--- src/ieb_pkg.sv ---
// constants and shared types of the interrupt enable bank
package ieb_pkg;
   localparam int NWORD = 3;
   localparam int DW = 16;
   localparam int NSTS = 4;
   typedef logic [NWORD-1:0][DW-1:0] ieb_words_t;

   // word index 0..2 holds enable words 1..3
   localparam int W1 = 0;
   localparam int W2 = 1;
   localparam int W3 = 2;

   // byte offsets on the bus
   localparam logic [7:0] OFS_EN1 = 8'h00;
   localparam logic [7:0] OFS_EN2 = 8'h04;
   localparam logic [7:0] OFS_EN3 = 8'h08;
   localparam logic [7:0] OFS_STS = 8'h0c;
   localparam logic [7:0] OFS_MSK = 8'h10;

   // implemented bits per word; all others read zero
   localparam ieb_words_t IMPL_MASK = {16'hbfff, 16'hdfff, 16'h000b};
   localparam logic [DW-1:0] EN_RST = 16'h0000;
   localparam logic [NSTS-1:0] STS_RST = 4'h0;
   localparam logic [NSTS-1:0] MSK_RST = 4'h0;
   localparam int STS_UNMAPPED = 3;

   // enable word 1
   localparam int POS_PIN_CHANGE_IRQ_EN = 3;
   localparam int POS_I2C1_MASTER_IRQ_EN = 1;
   localparam int POS_I2C1_SLAVE_IRQ_EN = 0;
   // enable word 2
   localparam int POS_TIMER6_IRQ_EN = 15;
   localparam int POS_DMA_CH4_DONE_IRQ_EN = 14;
   localparam int POS_COMPARE8_IRQ_EN = 12;
   localparam int POS_COMPARE5_IRQ_EN = 9;
   localparam int POS_CAPTURE6_IRQ_EN = 8;
   localparam int POS_CAPTURE3_IRQ_EN = 5;
   localparam int POS_DMA_CH3_DONE_IRQ_EN = 4;
   localparam int POS_CAN1_EVENT_IRQ_EN = 3;
   localparam int POS_CAN1_RX_READY_IRQ_EN = 2;
   localparam int POS_SPI2_EVENT_IRQ_EN = 1;
   localparam int POS_SPI2_ERROR_IRQ_EN = 0;
   // enable word 3
   localparam int POS_PWM_FAULT_A_IRQ_EN = 15;
   localparam int POS_DMA_CH5_DONE_IRQ_EN = 13;
   localparam int POS_CODEC_IF_EVENT_IRQ_EN = 12;
   localparam int POS_CODEC_IF_ERROR_IRQ_EN = 11;
   localparam int POS_QUAD_ENCODER_IRQ_EN = 10;
   localparam int POS_PWM_ERROR_IRQ_EN = 9;
   localparam int POS_CAN2_EVENT_IRQ_EN = 8;
   localparam int POS_CAN2_RX_READY_IRQ_EN = 7;
   localparam int POS_EXT_PIN4_IRQ_EN = 6;
   localparam int POS_EXT_PIN3_IRQ_EN = 5;
   localparam int POS_TIMER9_IRQ_EN = 4;
   localparam int POS_TIMER8_IRQ_EN = 3;
   localparam int POS_I2C2_MASTER_IRQ_EN = 2;
   localparam int POS_I2C2_SLAVE_IRQ_EN = 1;
   localparam int POS_TIMER7_IRQ_EN = 0;
endpackage

--- src/ieb_gate_if.sv ---
// carrier between the register bank and the gating array
`timescale 1ns/10ps
`default_nettype none
interface ieb_gate_if;
   ieb_pkg::ieb_words_t en;
   ieb_pkg::ieb_words_t req;
   ieb_pkg::ieb_words_t gated;
   modport bank (output en, output req, input gated);
   modport gate (input en, input req, output gated);
endinterface
`default_nettype wire

--- src/ieb_gate_array.sv ---
// per-bit gating of source requests by their enable bits
`timescale 1ns/10ps
`default_nettype none
module ieb_gate_array (
   ieb_gate_if.gate g
);
   genvar w, b;
   generate
      for (w = 0; w < ieb_pkg::NWORD; w++) begin : g_word
         for (b = 0; b < ieb_pkg::DW; b++) begin : g_bit
            // unimplemented positions never pass
            assign g.gated[w][b] = g.req[w][b] & g.en[w][b] & ieb_pkg::IMPL_MASK[w][b];
         end
      end
   endgenerate
endmodule
`default_nettype wire

--- src/ieb_top.sv ---
// interrupt enable bank with classic wishbone register access
// Overview of operation
// - an enable bit of one passes its source request; zero blocks it.
// - word 1 bits 15..4 and 2, word 2 bit 13, word 3 bit 14 always read zero.
// - word 2 bits 15, 14, 12..9 gate timer 6, dma 4, compare 8..5.
// - word 2 bits 8..0 gate capture 6..3, dma 3, can1, spi2 event/error.
// - word 3 bits 15, 13..8 gate pwm fault, dma 5, codec, encoder, pwm, can2.
// - word 3 bits 7..0 gate can2 rx, ext pins, timers 9/8, i2c2, timer 7.
// - word 1 bits 3, 1, 0 gate pin change, i2c1 master, i2c1 slave.
// - word 3 bits 2, 1, 0 gate i2c2 master, i2c2 slave, timer 7.
`timescale 1ns/10ps
`default_nettype none
module ieb_top (
   input wire logic mclk_i,
   input wire logic rst_i,
   // wishbone slave
   input wire logic wb_cyc_i,
   input wire logic wb_stb_i,
   input wire logic wb_we_i,
   input wire logic [7:0] wb_adr_i,
   input wire logic [3:0] wb_sel_i,
   input wire logic [31:0] wb_dat_i,
   output logic [31:0] wb_dat_o,
   output logic wb_ack_o,
   output logic irq_o,
   // source requests, same clock domain
   input wire logic pin_change_req_i,
   input wire logic i2c1_master_req_i,
   input wire logic i2c1_slave_req_i,
   input wire logic timer6_req_i,
   input wire logic dma_ch4_done_req_i,
   input wire logic [3:0] compare8_5_req_i,
   input wire logic [3:0] capture6_3_req_i,
   input wire logic dma_ch3_done_req_i,
   input wire logic can1_event_req_i,
   input wire logic can1_rx_ready_req_i,
   input wire logic spi2_event_req_i,
   input wire logic spi2_error_req_i,
   input wire logic pwm_fault_a_req_i,
   input wire logic dma_ch5_done_req_i,
   input wire logic codec_if_event_req_i,
   input wire logic codec_if_error_req_i,
   input wire logic quad_encoder_req_i,
   input wire logic pwm_error_req_i,
   input wire logic can2_event_req_i,
   input wire logic can2_rx_ready_req_i,
   input wire logic ext_pin4_req_i,
   input wire logic ext_pin3_req_i,
   input wire logic timer9_req_i,
   input wire logic timer8_req_i,
   input wire logic i2c2_master_req_i,
   input wire logic i2c2_slave_req_i,
   input wire logic timer7_req_i,
   // gated requests toward the priority logic
   output logic [15:0] gated_word_1_o,
   output logic [15:0] gated_word_2_o,
   output logic [15:0] gated_word_3_o
);
   typedef struct packed {
      ieb_pkg::ieb_words_t en;
      ieb_pkg::ieb_words_t gated;
      logic [ieb_pkg::NWORD-1:0] any;
      logic [ieb_pkg::NSTS-1:0] sts;
      logic [ieb_pkg::NSTS-1:0] msk;
      logic ack;
      logic [31:0] dat;
      logic irq;
   } ieb_top_state_t;

   ieb_top_state_t s_reg;
   ieb_top_state_t s_next;
   ieb_pkg::ieb_words_t req_words;
   ieb_gate_if gbus ();

   ieb_gate_array u_gate (
      .g(gbus.gate)
   );

   assign gbus.en = s_reg.en;
   assign gbus.req = req_words;

   // byte-lane merge, then strip unimplemented bits
   function automatic logic [15:0] ieb_merge(
      input logic [15:0] old_v,
      input logic [31:0] wdat,
      input logic [3:0] sel,
      input logic [15:0] impl
   );
      logic [15:0] v;
      v = old_v;
      if (sel[0]) begin
         v[7:0] = wdat[7:0];
      end
      if (sel[1]) begin
         v[15:8] = wdat[15:8];
      end
      return v & impl;
   endfunction

   // place each source at its enable position
   always_comb begin
      req_words = '0;
      req_words[ieb_pkg::W1][ieb_pkg::POS_PIN_CHANGE_IRQ_EN] = pin_change_req_i;
      req_words[ieb_pkg::W1][ieb_pkg::POS_I2C1_MASTER_IRQ_EN] = i2c1_master_req_i;
      req_words[ieb_pkg::W1][ieb_pkg::POS_I2C1_SLAVE_IRQ_EN] = i2c1_slave_req_i;
      req_words[ieb_pkg::W2][ieb_pkg::POS_TIMER6_IRQ_EN] = timer6_req_i;
      req_words[ieb_pkg::W2][ieb_pkg::POS_DMA_CH4_DONE_IRQ_EN] = dma_ch4_done_req_i;
      req_words[ieb_pkg::W2][ieb_pkg::POS_COMPARE8_IRQ_EN -: 4] = compare8_5_req_i;
      req_words[ieb_pkg::W2][ieb_pkg::POS_CAPTURE6_IRQ_EN -: 4] = capture6_3_req_i;
      req_words[ieb_pkg::W2][ieb_pkg::POS_DMA_CH3_DONE_IRQ_EN] = dma_ch3_done_req_i;
      req_words[ieb_pkg::W2][ieb_pkg::POS_CAN1_EVENT_IRQ_EN] = can1_event_req_i;
      req_words[ieb_pkg::W2][ieb_pkg::POS_CAN1_RX_READY_IRQ_EN] = can1_rx_ready_req_i;
      req_words[ieb_pkg::W2][ieb_pkg::POS_SPI2_EVENT_IRQ_EN] = spi2_event_req_i;
      req_words[ieb_pkg::W2][ieb_pkg::POS_SPI2_ERROR_IRQ_EN] = spi2_error_req_i;
      req_words[ieb_pkg::W3][ieb_pkg::POS_PWM_FAULT_A_IRQ_EN] = pwm_fault_a_req_i;
      req_words[ieb_pkg::W3][ieb_pkg::POS_DMA_CH5_DONE_IRQ_EN] = dma_ch5_done_req_i;
      req_words[ieb_pkg::W3][ieb_pkg::POS_CODEC_IF_EVENT_IRQ_EN] = codec_if_event_req_i;
      req_words[ieb_pkg::W3][ieb_pkg::POS_CODEC_IF_ERROR_IRQ_EN] = codec_if_error_req_i;
      req_words[ieb_pkg::W3][ieb_pkg::POS_QUAD_ENCODER_IRQ_EN] = quad_encoder_req_i;
      req_words[ieb_pkg::W3][ieb_pkg::POS_PWM_ERROR_IRQ_EN] = pwm_error_req_i;
      req_words[ieb_pkg::W3][ieb_pkg::POS_CAN2_EVENT_IRQ_EN] = can2_event_req_i;
      req_words[ieb_pkg::W3][ieb_pkg::POS_CAN2_RX_READY_IRQ_EN] = can2_rx_ready_req_i;
      req_words[ieb_pkg::W3][ieb_pkg::POS_EXT_PIN4_IRQ_EN] = ext_pin4_req_i;
      req_words[ieb_pkg::W3][ieb_pkg::POS_EXT_PIN3_IRQ_EN] = ext_pin3_req_i;
      req_words[ieb_pkg::W3][ieb_pkg::POS_TIMER9_IRQ_EN] = timer9_req_i;
      req_words[ieb_pkg::W3][ieb_pkg::POS_TIMER8_IRQ_EN] = timer8_req_i;
      req_words[ieb_pkg::W3][ieb_pkg::POS_I2C2_MASTER_IRQ_EN] = i2c2_master_req_i;
      req_words[ieb_pkg::W3][ieb_pkg::POS_I2C2_SLAVE_IRQ_EN] = i2c2_slave_req_i;
      req_words[ieb_pkg::W3][ieb_pkg::POS_TIMER7_IRQ_EN] = timer7_req_i;
   end

   always_comb begin
      logic hit;
      logic mapped;
      logic [ieb_pkg::NWORD-1:0] any_now;
      logic [ieb_pkg::NSTS-1:0] set_v;
      logic [ieb_pkg::NSTS-1:0] clr_v;
      hit = 1'b0;
      mapped = 1'b0;
      any_now = '0;
      set_v = '0;
      clr_v = '0;
      s_next = s_reg;
      // ack only every other cycle, so one held request is taken once
      hit = wb_cyc_i & wb_stb_i & ~s_reg.ack;
      s_next.ack = hit;
      s_next.dat = '0;
      s_next.gated = gbus.gated;
      for (int w = 0; w < ieb_pkg::NWORD; w++) begin
         any_now[w] = |gbus.gated[w];
      end
      s_next.any = any_now;
      set_v[ieb_pkg::NWORD-1:0] = any_now & ~s_reg.any;
      if (hit) begin
         mapped = 1'b1;
         case ({wb_adr_i[7:2], 2'b00})
            ieb_pkg::OFS_EN1: begin
               s_next.dat = {16'h0000, s_reg.en[ieb_pkg::W1]};
               if (wb_we_i) begin
                  s_next.en[ieb_pkg::W1] = ieb_merge(s_reg.en[ieb_pkg::W1], wb_dat_i,
                     wb_sel_i, ieb_pkg::IMPL_MASK[ieb_pkg::W1]);
               end
            end
            ieb_pkg::OFS_EN2: begin
               s_next.dat = {16'h0000, s_reg.en[ieb_pkg::W2]};
               if (wb_we_i) begin
                  s_next.en[ieb_pkg::W2] = ieb_merge(s_reg.en[ieb_pkg::W2], wb_dat_i,
                     wb_sel_i, ieb_pkg::IMPL_MASK[ieb_pkg::W2]);
               end
            end
            ieb_pkg::OFS_EN3: begin
               s_next.dat = {16'h0000, s_reg.en[ieb_pkg::W3]};
               if (wb_we_i) begin
                  s_next.en[ieb_pkg::W3] = ieb_merge(s_reg.en[ieb_pkg::W3], wb_dat_i,
                     wb_sel_i, ieb_pkg::IMPL_MASK[ieb_pkg::W3]);
               end
            end
            ieb_pkg::OFS_STS: begin
               s_next.dat = {28'h0000000, s_reg.sts};
               if (wb_we_i && wb_sel_i[0]) begin
                  clr_v = wb_dat_i[ieb_pkg::NSTS-1:0];
               end
            end
            ieb_pkg::OFS_MSK: begin
               s_next.dat = {28'h0000000, s_reg.msk};
               if (wb_we_i && wb_sel_i[0]) begin
                  s_next.msk = wb_dat_i[ieb_pkg::NSTS-1:0];
               end
            end
            default: begin
               mapped = 1'b0;
            end
         endcase
         // unmapped access still acks, reads zero, and is flagged
         set_v[ieb_pkg::STS_UNMAPPED] = ~mapped;
      end
      // a new event in the clearing cycle survives the clear
      s_next.sts = (s_reg.sts & ~clr_v) | set_v;
      s_next.irq = |(s_next.sts & s_next.msk);
   end

   always_ff @(posedge mclk_i) begin
      if (rst_i) begin
         s_reg.en <= {ieb_pkg::EN_RST, ieb_pkg::EN_RST, ieb_pkg::EN_RST};
         s_reg.gated <= '0;
         s_reg.any <= '0;
         s_reg.sts <= ieb_pkg::STS_RST;
         s_reg.msk <= ieb_pkg::MSK_RST;
         s_reg.ack <= 1'b0;
         s_reg.dat <= '0;
         s_reg.irq <= 1'b0;
      end else begin
         s_reg <= s_next;
      end
   end

   assign wb_dat_o = s_reg.dat;
   assign wb_ack_o = s_reg.ack;
   assign irq_o = s_reg.irq;
   assign gated_word_1_o = s_reg.gated[ieb_pkg::W1];
   assign gated_word_2_o = s_reg.gated[ieb_pkg::W2];
   assign gated_word_3_o = s_reg.gated[ieb_pkg::W3];
endmodule
`default_nettype wire

--- config.mk ---
export PLATFORM = sky130hd
export DESIGN_NAME = ieb_top
export DESIGN_NICKNAME = d
export VERILOG_FILES = /design/src/ieb_pkg.sv /design/src/ieb_gate_if.sv /design/src/ieb_gate_array.sv /design/src/ieb_top.sv
export SDC_FILE = /design/constraint.sdc
export NUM_CORES = 1
export LEC_CHECK = 0
export ABC_AREA = 1
export BUFFER_PORTS_ARGS = -buffer_cell sky130_fd_sc_hd__buf_2
export CORE_ASPECT_RATIO = 0.9
export CORE_UTILIZATION = 30
export CTS_CLUSTER_DIAMETER = 200
export DETAILED_ROUTE_END_ITERATION = 12
export PLACE_DENSITY = 0.65
export SLEW_MARGIN = 0
export SYNTH_ARGS = -nofsm -noshare
export SYNTH_HDL_FRONTEND = slang
export SYNTH_SLANG_ARGS = --single-unit
--- constraint.sdc ---
create_clock -name mclk_i -period 2.9 [get_ports mclk_i]
set_input_delay 0 -clock mclk_i [delete_from_list [all_inputs] [get_ports mclk_i]]
set_output_delay 0 -clock mclk_i [all_outputs]
set_load 0.005 [all_outputs]
# Word-level counts from Yosys, hierarchy flattened
# Index checks and enable logic that the tools add are counted.
[word_totals] elab_cells=88 input_bits=82 out_inout_bits=82 ff_bits=126
[op_classes] mux=10 bitwise=44 eq_ne=4 n_reduce_logical=13
[ops] op="$pmux 16 s5" n=1
[ops] op="$and 1x1->1" n=35
[ops] op="$reduce_or 15->1" n=2
[ops] op="$mux 4" n=6
[ops] op="$reduce_and 4->1" n=5
[ops] op="$eq 6x2->1 const B" n=2
[ops] op="$and 4x4->4" n=2
[ops] op="$eq 6x1->1 const B" n=1
[ops] op="$eq 6x3->1 const B" n=1
[ops] op="$logic_not 6->1" n=1
[ops] op="$reduce_or 5->1" n=1
[ops] op="$not 4->4" n=1
[ops] op="$or 4x4->4" n=1
[ops] op="$reduce_or 4->1" n=1
[ops] op="$and 3x3->3" n=1
[ops] op="$mux 1" n=3
[ops] op="$not 1->1" n=3
[ops] op="$not 3->3" n=1
[ops] op="$reduce_or 3->1" n=1
[ops] op="$reduce_or 2->1" n=1
[ops] op="$logic_and 1x1->1" n=1

# Depth between registers and ports, before layout
# Gate-level depths: netlist (run 1).
[logic_depth] ltp_word=9 ltp_mapped=10 mapped_depth_nobuf=10

# Hierarchy
# A second synthesis (run 1) with hierarchy kept.
[unflattened] cells_unflattened=684 hier_area_um2=4903.5
[modules_own_cells] module="ieb_top" cells_per_inst=602 area_per_inst_um2=4539.4 seq_area_each_um2=2202.1 n_inst=1
[modules_own_cells] module="ieb_gate_array" cells_per_inst=82 area_per_inst_um2=364.1 seq_area_each_um2=0.0 n_inst=1

# Worst setup path after synthesis (run 1)
# Ideal clock, no wire load.
[synth_timing] path_kind="reg2reg" start="register s_reg, in the netlist wb_ack_o" end="register, netlist name gbus.en[33]" path_buffers=0 path_stages_with_launch=9 setup_slack_ns=1.606 synth_period_minus_slack_ns=1.294 t_required_ns=2.784 arrival_ns=1.179 setup_time_ns=0.116 path_cell_list="dfxtp_1 -> inv_1 -> nand3_2 -> nor2_4 -> inv_2 -> nor2_4 -> inv_2 -> o21ai_0 -> nor2_1"
[synth_between] elab_chain_cells=3
[synth_lines] element="from (decl)" line="ieb_top.sv:70" text="ieb_top_state_t s_reg;"
[synth_lines] element="from (signal assigned)" line="ieb_top.sv:213" text="s_reg <= s_next;"
[synth_lines] element="$not 1->1" line="ieb_top.sv:145" text="hit = wb_cyc_i & wb_stb_i & ~s_reg.ack;"
[synth_lines] element="$and 1x1->1" line="ieb_top.sv:145"
[synth_lines] element="$reduce_and 4->1 (no line)"
# Every way passes these cells.
# A chain may end at the register's enable or synchronous reset.

# Worst setup path in the final report (run 1)
[layout_timing] start="register s_reg, in the netlist wb_ack_o" end="register s_reg, in the netlist irq_o"
[layout_between] elab_chain_cells=8 elab_cells_between_ends=10 cone_classes="mux (3); bitwise (6); reduce/logical (1)"
[layout_lines] element="$not 1->1 (*)" line="ieb_top.sv:145"
[layout_lines] element="$and 1x1->1 (*)" line="ieb_top.sv:145"
[layout_lines] element="$mux 4" line="ieb_top.sv:154" text="if (hit) begin"
[layout_lines] element="$not 4->4" line="ieb_top.sv:198" text="s_next.sts = (s_reg.sts & ~clr_v) | set_v;"
[layout_lines] element="$and 4x4->4" line="ieb_top.sv:198"
[layout_lines] element="$or 4x4->4" line="ieb_top.sv:198"
[layout_lines] element="$and 4x4->4 (*)" line="ieb_top.sv:199" text="s_next.irq = |(s_next.sts & s_next.msk);"
[layout_lines] element="$reduce_or 4->1 (*)" line="ieb_top.sv:199"
# Mark *: on every way between the ends. The rest lies on a longest branch, timed or not.

==> results of run 1 <==
==> routing by layer <==
layer / wire [microns] / share of wire
met5: 0 / 0
met4: 80 / 0.0076
met3: 516 / 0.049
met2: 5150 / 0.49
met1: 4770 / 0.45
==> kinds of logic after synthesis <==
kind of cell,count (synthesis)
AND/OR/NAND/NOR,259
buffers and inverters,124
flip-flops,95
AO/OA/AOI/OAI,63
other,1
==> where the power goes <==
part	switching (mW)	internal [mW]
sequential	0.00159	1.31
combinational	0.0886	0.0854
clock	0.494	0.925
total	0.584	2.32
==> worst max path at each step <==
| stage | end | cells past startpoint | slack, ns |
|---|---|---|---|
| finish | irq_o | 10 | 1.34 |
| CTS | irq_o | 10 | 1.34 |
| global route | gbus.en[33] | 8 | 1.09 |
| global placement | gbus.en[35] | 8 | 1.39 |
| detailed placement | irq_o | 10 | 1.37 |
| floorplan | gbus.en[33] | 8 | 1.61 |
==> layout by cell type, fill, tap and decap left out, types with 4 or more instances in the layout <==
master	n
a21oi_1	19
nor3_1	9
inv_1	25
o21ai_1	8
nor2_4	6
clkbuf_16	9
dfxtp_1	95
conb_1	31
nand2_1	121
buf_2	112
nor2_1	101
bufinv_16	4
inv_2	7
o21ai_0	28
dlygate4sd3_1	49
nand3_1	10
==> metrics by stage <==
stage	cell area (sq um)	power, mW
after CTS	5250	2.94
after global routing	5250	3.01
after global placement	4400	1.46
after floorplan	4280	1.42
final	5250	2.90
after detailed placement	4400	1.46
==> cell type report <==
class	instances	share of cell area
Clock buffer	9	0.0429
Clock inverter	6	0.0255
Timing Repair Buffer	163	0.203
Multi-Input combinational cell	353	0.303
Tap cell	168	0.0400
Sequential cell	95	0.362
Inverter	33	0.0238
==> timing repair <==
item | in CTS | in global routing
buffers inserted | 0 | 0
hold buffers | 49 | 0
hold endpoints to repair | 64 | 0
==> metrics, run 1 <==
clk_lat worst skew=about 0.34 ns; cells along the critical path=inv_1, nand3_2, nor2_4, nand2_1, o21ai_0, nand2_1, nand2_1, nand2_1, nand2_1, nand2_1; crit path launch=wb_ack_o; Sink Count=95; share of cells above drive strength 1=0.229; Routed Antenna Nets=0; grt peak-use layer=met2; WHS Endpoint=s_reg[37]; Final min period=around 1.6 ns; Max-Cap Viols=0; initial DRC count=203; Layout area overhead=26.1%; Max Fclk=641 MHz; CP max-delay cell=dfxtp_1; family with the most delay on the worst path=simple AND/OR/NAND/NOR gates; CTS tree=done; register with the most flip-flops=gbus.en; WL/cell=approximately 13 microns; fin nets=737; Setup TNS=0 ns; final worst-path cycle share=0.538; ys async rst share=0; Filler cells=1377; Final Skew=0.00504 ns; reg2reg start=wb_ack_o; Total Wirelength=10500 microns; crit path DAT=1.79 ns; Die Height=114 microns; initial antenna violation count=0; Seq cells post-synth=95; critical path type=flop to flop; Starting Density=0.309; Post-route DRC=0; number of enable flip-flop cells after synthesis=0; Core Util, Final=0.390; GRT met1 Usage=0.182; IO Pins=164; Slew Viols, Final=0; GPL Wtd Cong=between 0.8 and 0.9; Die Wd=126 microns; vias per cell=about 4.2; DRT Pass-1 Iters=4; first-pass GRT wire length=16400 microns; post-placement setup slack=1.37 ns; VDD IR max=0.000252 V; Multi-input gate area=1590 sq um; max incr delay on CP=0.33 ns; Clock transition at path regs=0.06 ns; final cell count without fillers=827; outcome=completed; Inst Count DP=763; WP buf/inv=1; cell with the most instances after synthesis=nand2_1; CP most frequent cell=nand2_1; hold path cells=2; crit path max fanout=6; power per cell area=552 nW/um^2; mapped cell area=4160 sq um; die area=~14000 sq um; post-synthesis xor/xnor area fraction=0; Worst Setup End Kind=flop; HP Class=input port to flop; Adder-Cell Fraction of Synth Area=0; Simple-Gate Fraction of Synth Area=0.273; GR met3 Demand/Resource=0.0417; Seq/Total Area, Yosys=0.457; met2 Use GR=0.267; setup violators final=0; worst reg2reg endpoint=irq_o; ys flop type=dfxtp_1; P_leak=2.48 nW; CTS Buf Count=9; post-synthesis mux area share=0; ANT cells=0; top cells by area, synth=dfxtp_1 46%, buf_4 15%, nand2_1 11%, nor2_1 9.1%, o21ai_0 3.4%; Cell variety after synth=31; Bufs on Longest Clock Path=2; H-tree depth=3; hpwl dp=7630 microns; crit start category=flop; average cell area after synthesis=around 7.7 sq um; Synth top area share=0.457; unrepaired setup endpoints after global routing=false; synth warn=0; Port Buffers=roughly 110; worst hold slack=0.0247 ns; hold path start=rst_i; Cell Rows=40; Sequential cell area=1900 sq um; post_cts resized=0; r2r setup slk=1.34 ns; Synth top cells by count=121 x nand2_1, 101 x nor2_1, 95 x dfxtp_1; Worst EP required=3.13 ns; Synth area leader=dfxtp_1; largest family of logic cells by synthesized area=simple AND/OR/NAND/NOR gates; final setup margin=roughly 1.3 ns; final hold violations=0; Post-Syn Instances=542; grt total ovfl=0; max reg flops=33; fraction of the mapped netlist area in compound gates=0.0808; root buffer selected by CTS=clkbuf_16; core footprint=13500 sq um; GRT Total Usage=0.151; pin count of the biggest net entering global routing=34; r2r worst-path depth=10; number of global-route vias before repair=3337; vias=3493
Note: power is estimated with default switching activity, not from simulation.
==> run 2, diff against run 1 <==
Clock period 2.9 ns to 1.6 ns, I/O delays scaled along.
==> run 2 against run 1 <==
First-iteration DRC count shrank 9.4%. Sequential share of layout area shrank 0.84 points. Sequential power grew 81%. Clock power grew 83%. Critical path type unchanged. Critical endpoint unchanged. Largest power group unchanged.
==> metrics, run 2 (synthesized netlist as in run 1, its figures left out) <==
crit path DAT=1.65 ns (-0.14 ns); die area=14400 sq um (unchanged); root buffer selected by CTS=clkbuf_16; core footprint=13500 sq um (unchanged); hold path start=wb_stb_i; outcome=completed; CP most frequent cell=nand2_1; Final Skew=0.00524 ns (+0.000202 ns); crit start category=flop; number of global-route vias before repair=3466 (+3.9%); DRT Pass-1 Iters=4 (unchanged); Port Buffers=112 (unchanged); CTS tree=done; Post-route DRC=0 (unchanged); Cell Rows=40 (unchanged); Layout area overhead=29.1%; CTS Buf Count=9 (unchanged); final hold violations=0 (unchanged); initial DRC count=184 (-9.4%); clk_lat worst skew=0.34 ns (about the same); Inst Count DP=768 (+0.66%); Routed Antenna Nets=0 (unchanged); Total Wirelength=10900 microns (+3.4%); r2r worst-path depth=10 (unchanged); P_leak=2.56 nW (+3.1%); GRT Total Usage=0.158 (+0.00706); Starting Density=0.309 (unchanged); register with the most flip-flops=gbus.en; initial antenna violation count=0 (unchanged); pin count of the biggest net entering global routing=38 (+12%); WHS Endpoint=wb_ack_o; worst reg2reg endpoint=irq_o; vias per cell=4.26 (+0.88%); postcts setup bufs=0 (unchanged); reg2reg start=wb_ack_o; power per cell area=984 nW/um^2 (+78%); commonest non-fill, non-tap cell in the layout=nand2_1; grt total ovfl=0 (unchanged); VDD IR max=0.000555 V (+120%); final cell count without fillers=840 (+1.6%); Max Fclk=707 MHz (+10%); ANT cells=0 (unchanged); r2r setup slk=0.19 ns (-1.15 ns); WL/cell=12.9 microns (+1.8%); H-tree depth=3 (unchanged); hold path cells=3 (+1); fin nets=750 (+1.8%); Die Wd=126 microns (unchanged); crit path max fanout=6 (unchanged); CP max-delay cell=dfxtp_1; hpwl dp=7880 microns (+3.3%); Core Util, Final=0.399 (+0.00929); Final min period=1.41 ns (-0.146 ns); HP Class=input port to flop; Worst EP required=1.84 ns (-1.29 ns); max incr delay on CP=0.33 ns (about the same); critical path type=flop to flop; Setup TNS=0 ns (unchanged); vias=3579 (+2.5%); Clock transition at path regs=0.07 ns (about the same); Max-Cap Viols=0 (unchanged); Bufs on Longest Clock Path=2 (unchanged); setup violators final=0 (unchanged); share of cells above drive strength 1=0.232 (+0.00301); final worst-path cycle share=0.884 (+0.346); max reg flops=33 (unchanged); cells along the critical path=inv_1, nand3_4, nor2_4, nand2_1, inv_1, nand2_1, nand3_1, nand2_1, a21oi_2, nand2_1; Sink Count=95 (unchanged); IO Pins=164 (unchanged); unrepaired setup endpoints after global routing=false; Die Height=114 microns (unchanged); most frequent cells in the layout=121 x nand2_1, 112 x buf_2, 101 x nor2_1; Worst Setup End Kind=flop; first-pass GRT wire length=17100 microns (+4.1%); Slew Viols, Final=0 (unchanged); GPL Wtd Cong=0.872 (+3.5%)
## run 2: cell count changes in the layout (fill, tap and decap cells not counted)
cell | before | now
dlygate4sd3_1 | 49 | 57
buf_4 | 2 | 7
nand3_2 | 1 | 0
o21ai_0 | 28 | 26
o21ai_1 | 8 | 10
nand3_4 | 0 | 1
## run 2: worst max path at each step
| stage | from | end | slack, ns | depth (start not counted) |
|---|---|---|---|---|
| final | wb_ack_o | irq_o | 0.19 | 10 |
| after global routing | wb_ack_o | irq_o | 0.03 | 10 |
| after CTS | wb_ack_o | irq_o | 0.14 | 10 |
| after detailed placement | wb_ack_o | irq_o | 0.16 | 10 |
| after global placement | wb_ack_o | irq_o | 0.18 | 10 |
| after floorplan | wb_ack_o | gbus.en[33] | 0.31 | 8 |
## run 2: metal layers
layer	vias up	routed length (microns)	track usage	part of all wire
li1	1843	-	-	-
met1	1621	4910	0.187	0.45
met2	107	5290	0.278	0.49
met3	8	564	0.0469	0.052
met4	0	100	0.0442	0.0092
met5	-	0	0	0
## run 2: where the power goes
| group | switching [mW] | internal, mW |
|---|---|---|
| clock | 0.919 | 1.68 |
| sequential | 0.00330 | 2.37 |
| combinational | 0.162 | 0.159 |
## run 2: what timing repair did
| item | in CTS | in global routing |
|---|---|---|
| resized for setup | 0 | 3 |
| hold buffers | 57 | 0 |
| endpoints found under the setup margin | 0 | 1 |
| hold endpoints to repair | 65 | 0 |
## run 2: critical path: cells and delay by family, from the launching register on
kind	cells	cell delay (ns)
simple gates	7	0.69
flops	1	0.33
buf+inv	2	0.17
compound gates	1	0.12
## run 2: per-stage QoR
| stage | hold WS (ns) | area [sq um] | setup WS [ns] | power, mW |
|---|---|---|---|---|
| finish | 0.0404 | 5380 | 0.186 | 5.29 |
| detailed placement | 0.245 | 4440 | 0.162 | 2.65 |
| floorplan | 0.0953 | 4280 | 0.306 | 2.58 |
| global placement | 0.237 | 4440 | 0.183 | 2.65 |
| global route | 0.0271 | 5380 | 0.0265 | 5.48 |
| CTS | 0.0702 | 5370 | 0.140 | 5.36 |
## run 2: layout make-up
| class | instances | area, sq um |
|---|---|---|
| Fill cell | 1373 | 8090 |
| Multi-Input combinational cell | 353 | 1600 |
| Clock buffer | 9 | 225 |
| Sequential cell | 95 | 1900 |
| Inverter | 33 | 125 |
| Clock inverter | 6 | 134 |
| Timing Repair Buffer | 176 | 1180 |
| Tap cell | 168 | 210 |
==> run 3, diff against run 2 <==
Settings changed: MAX_ROUTING_LAYER set to met4.
==> run 3 against run 2 <==
Sequential cell count stayed put. First-iteration DRC count fell by 3.3%. Non-clock buffer count stayed put. Via count rose by 0.20%. Fmax rose by 0.31%. Clock skew about the same. Highest routed layer unchanged.
==> metrics, run 3 (synthesized netlist as in run 1, its figures left out) <==
Clock transition at path regs=0.07 ns (about the same); final hold violations=0 (unchanged); Post-route DRC=0 (unchanged); ANT cells=0 (unchanged); Total Wirelength=10900 microns (+0.43%); Port Buffers=112 (unchanged); unrepaired setup endpoints after global routing=false; WL/cell=13.0 microns (+0.43%); Starting Density=0.309 (unchanged); GRT Total Usage=0.163 (+0.00470); critical path type=flop to flop; GR met3 Demand/Resource=0.0460 (-0.000938); pin count of the biggest net entering global routing=38 (unchanged); Final Skew=0.00530 ns (+0.0000561 ns); Max Fclk=709 MHz (+0.31%); root buffer selected by CTS=clkbuf_16; first-pass GRT wire length=17100 microns (about the same); met2 Use GR=0.280 (+0.00110); die area=14400 sq um (unchanged); Filler cells=1373 (unchanged); vias=3586 (+0.20%); Cell Rows=40 (unchanged); CTS Buf Count=9 (unchanged); WHS Endpoint=wb_ack_o; GPL Wtd Cong=0.886 (+1.6%); commonest non-fill, non-tap cell in the layout=nand2_1; initial DRC count=178 (-3.3%); hpwl dp=7880 microns (unchanged); P_leak=2.56 nW (unchanged); hold path cells=3 (unchanged); power per cell area=982 nW/um^2 (-0.21%); grt total ovfl=0 (unchanged); most frequent cells in the layout=121 x nand2_1, 112 x buf_2, 101 x nor2_1; number of global-route vias before repair=3473 (+0.20%); Worst EP required=1.83 ns (about the same); final cell count without fillers=840 (unchanged); register with the most flip-flops=gbus.en; setup violators final=0 (unchanged); fin nets=750 (unchanged); CTS tree=done; HP Class=input port to flop; Routed Antenna Nets=0 (unchanged); GRT met1 Usage=0.187 (-0.000583); Worst Setup End Kind=flop; worst reg2reg endpoint=irq_o; reg2reg start=wb_ack_o; Slew Viols, Final=0 (unchanged); IO Pins=164 (unchanged); crit path max fanout=6 (unchanged); grt peak-use layer=met2; r2r setup slk=0.19 ns (about the same); Setup TNS=0 ns (unchanged); outcome=completed; clk_lat worst skew=0.34 ns (about the same); Sink Count=95 (unchanged); share of cells above drive strength 1=0.232 (unchanged); r2r worst-path depth=10 (unchanged); postcts setup bufs=0 (unchanged); Die Height=114 microns (unchanged); DRT Pass-1 Iters=4 (unchanged); crit path DAT=1.64 ns (about the same); Inst Count DP=768 (unchanged); Final min period=1.41 ns (-0.00440 ns); Max-Cap Viols=0 (unchanged); Bufs on Longest Clock Path=2 (unchanged); initial antenna violation count=0 (unchanged); core footprint=13500 sq um (unchanged); Die Wd=126 microns (unchanged); crit start category=flop; H-tree depth=3 (unchanged); VDD IR max=0.000556 V (+0.17%); hold path start=wb_stb_i; Core Util, Final=0.399 (unchanged); max reg flops=33 (unchanged); final worst-path cycle share=0.881 (-0.00275); vias per cell=4.27 (+0.20%); Layout area overhead=29.1% (unchanged)
==> run 3: what timing repair did <==
item	CTS	global route
hold buffers	57	0
resized for setup	0	3
hold endpoints to repair	65	0
setup endpoints to repair	0	1
==> run 3: cell type report <==
cell class | count | area [sq um] | share of cell area
Tap cell | 168 | 210 | 0.0391
Timing Repair Buffer | 176 | 1180 | 0.220
Sequential cell | 95 | 1900 | 0.354
Inverter | 33 | 125 | 0.0233
Clock inverter | 6 | 134 | 0.0249
Multi-Input combinational cell | 353 | 1600 | 0.297
Clock buffer | 9 | 225 | 0.0419
==> run 3: power by group <==
part / total, mW / internal, mW / switching, mW
clock: 2.59 / 1.68 / 0.909
combinational: 0.321 / 0.159 / 0.162
sequential: 2.37 / 2.37 / 0.00331
total: 5.28 / 4.20 / 1.07
==> run 3: metal layers <==
layer	share of wire	vias up
met4	0.0068	0
met5	0	-
met1	0.46	1622
li1	-	1844
met3	0.047	9
met2	0.49	111
==> run 3: how the worst max path moves through the flow <==
| stage | cells after the start | to | from |
|---|---|---|---|
| global placement | 10 | irq_o | wb_ack_o |
| floorplan | 8 | gbus.en[33] | wb_ack_o |
| global route | 10 | irq_o | wb_ack_o |
| CTS | 10 | irq_o | wb_ack_o |
| finish | 10 | irq_o | wb_ack_o |
| detailed placement | 10 | irq_o | wb_ack_o |
==> run 3: critical path, stage by stage, from the launching register on <==
cell and delay [ns]:
dfxtp_1 0.33, inv_1 0.09, nand3_4 0.12, nor2_4 0.20, nand2_1 0.10, inv_1 0.08
nand2_1 0.05, nand3_1 0.06, nand2_1 0.10, a21oi_2 0.12, nand2_1 0.05
==> run 3: stage by stage <==
step	power, mW	instance area, sq um	worst slack [ns]	hold slack [ns]
3_3_place_gp	2.65	4440	0.183	0.237
2_1_floorplan	2.58	4280	0.306	0.0953
5_1_grt	5.48	5380	0.0265	0.0271
6_report	5.28	5380	0.191	0.0421
3_5_place_dp	2.65	4440	0.162	0.245
4_1_cts	5.36	5370	0.140	0.0702
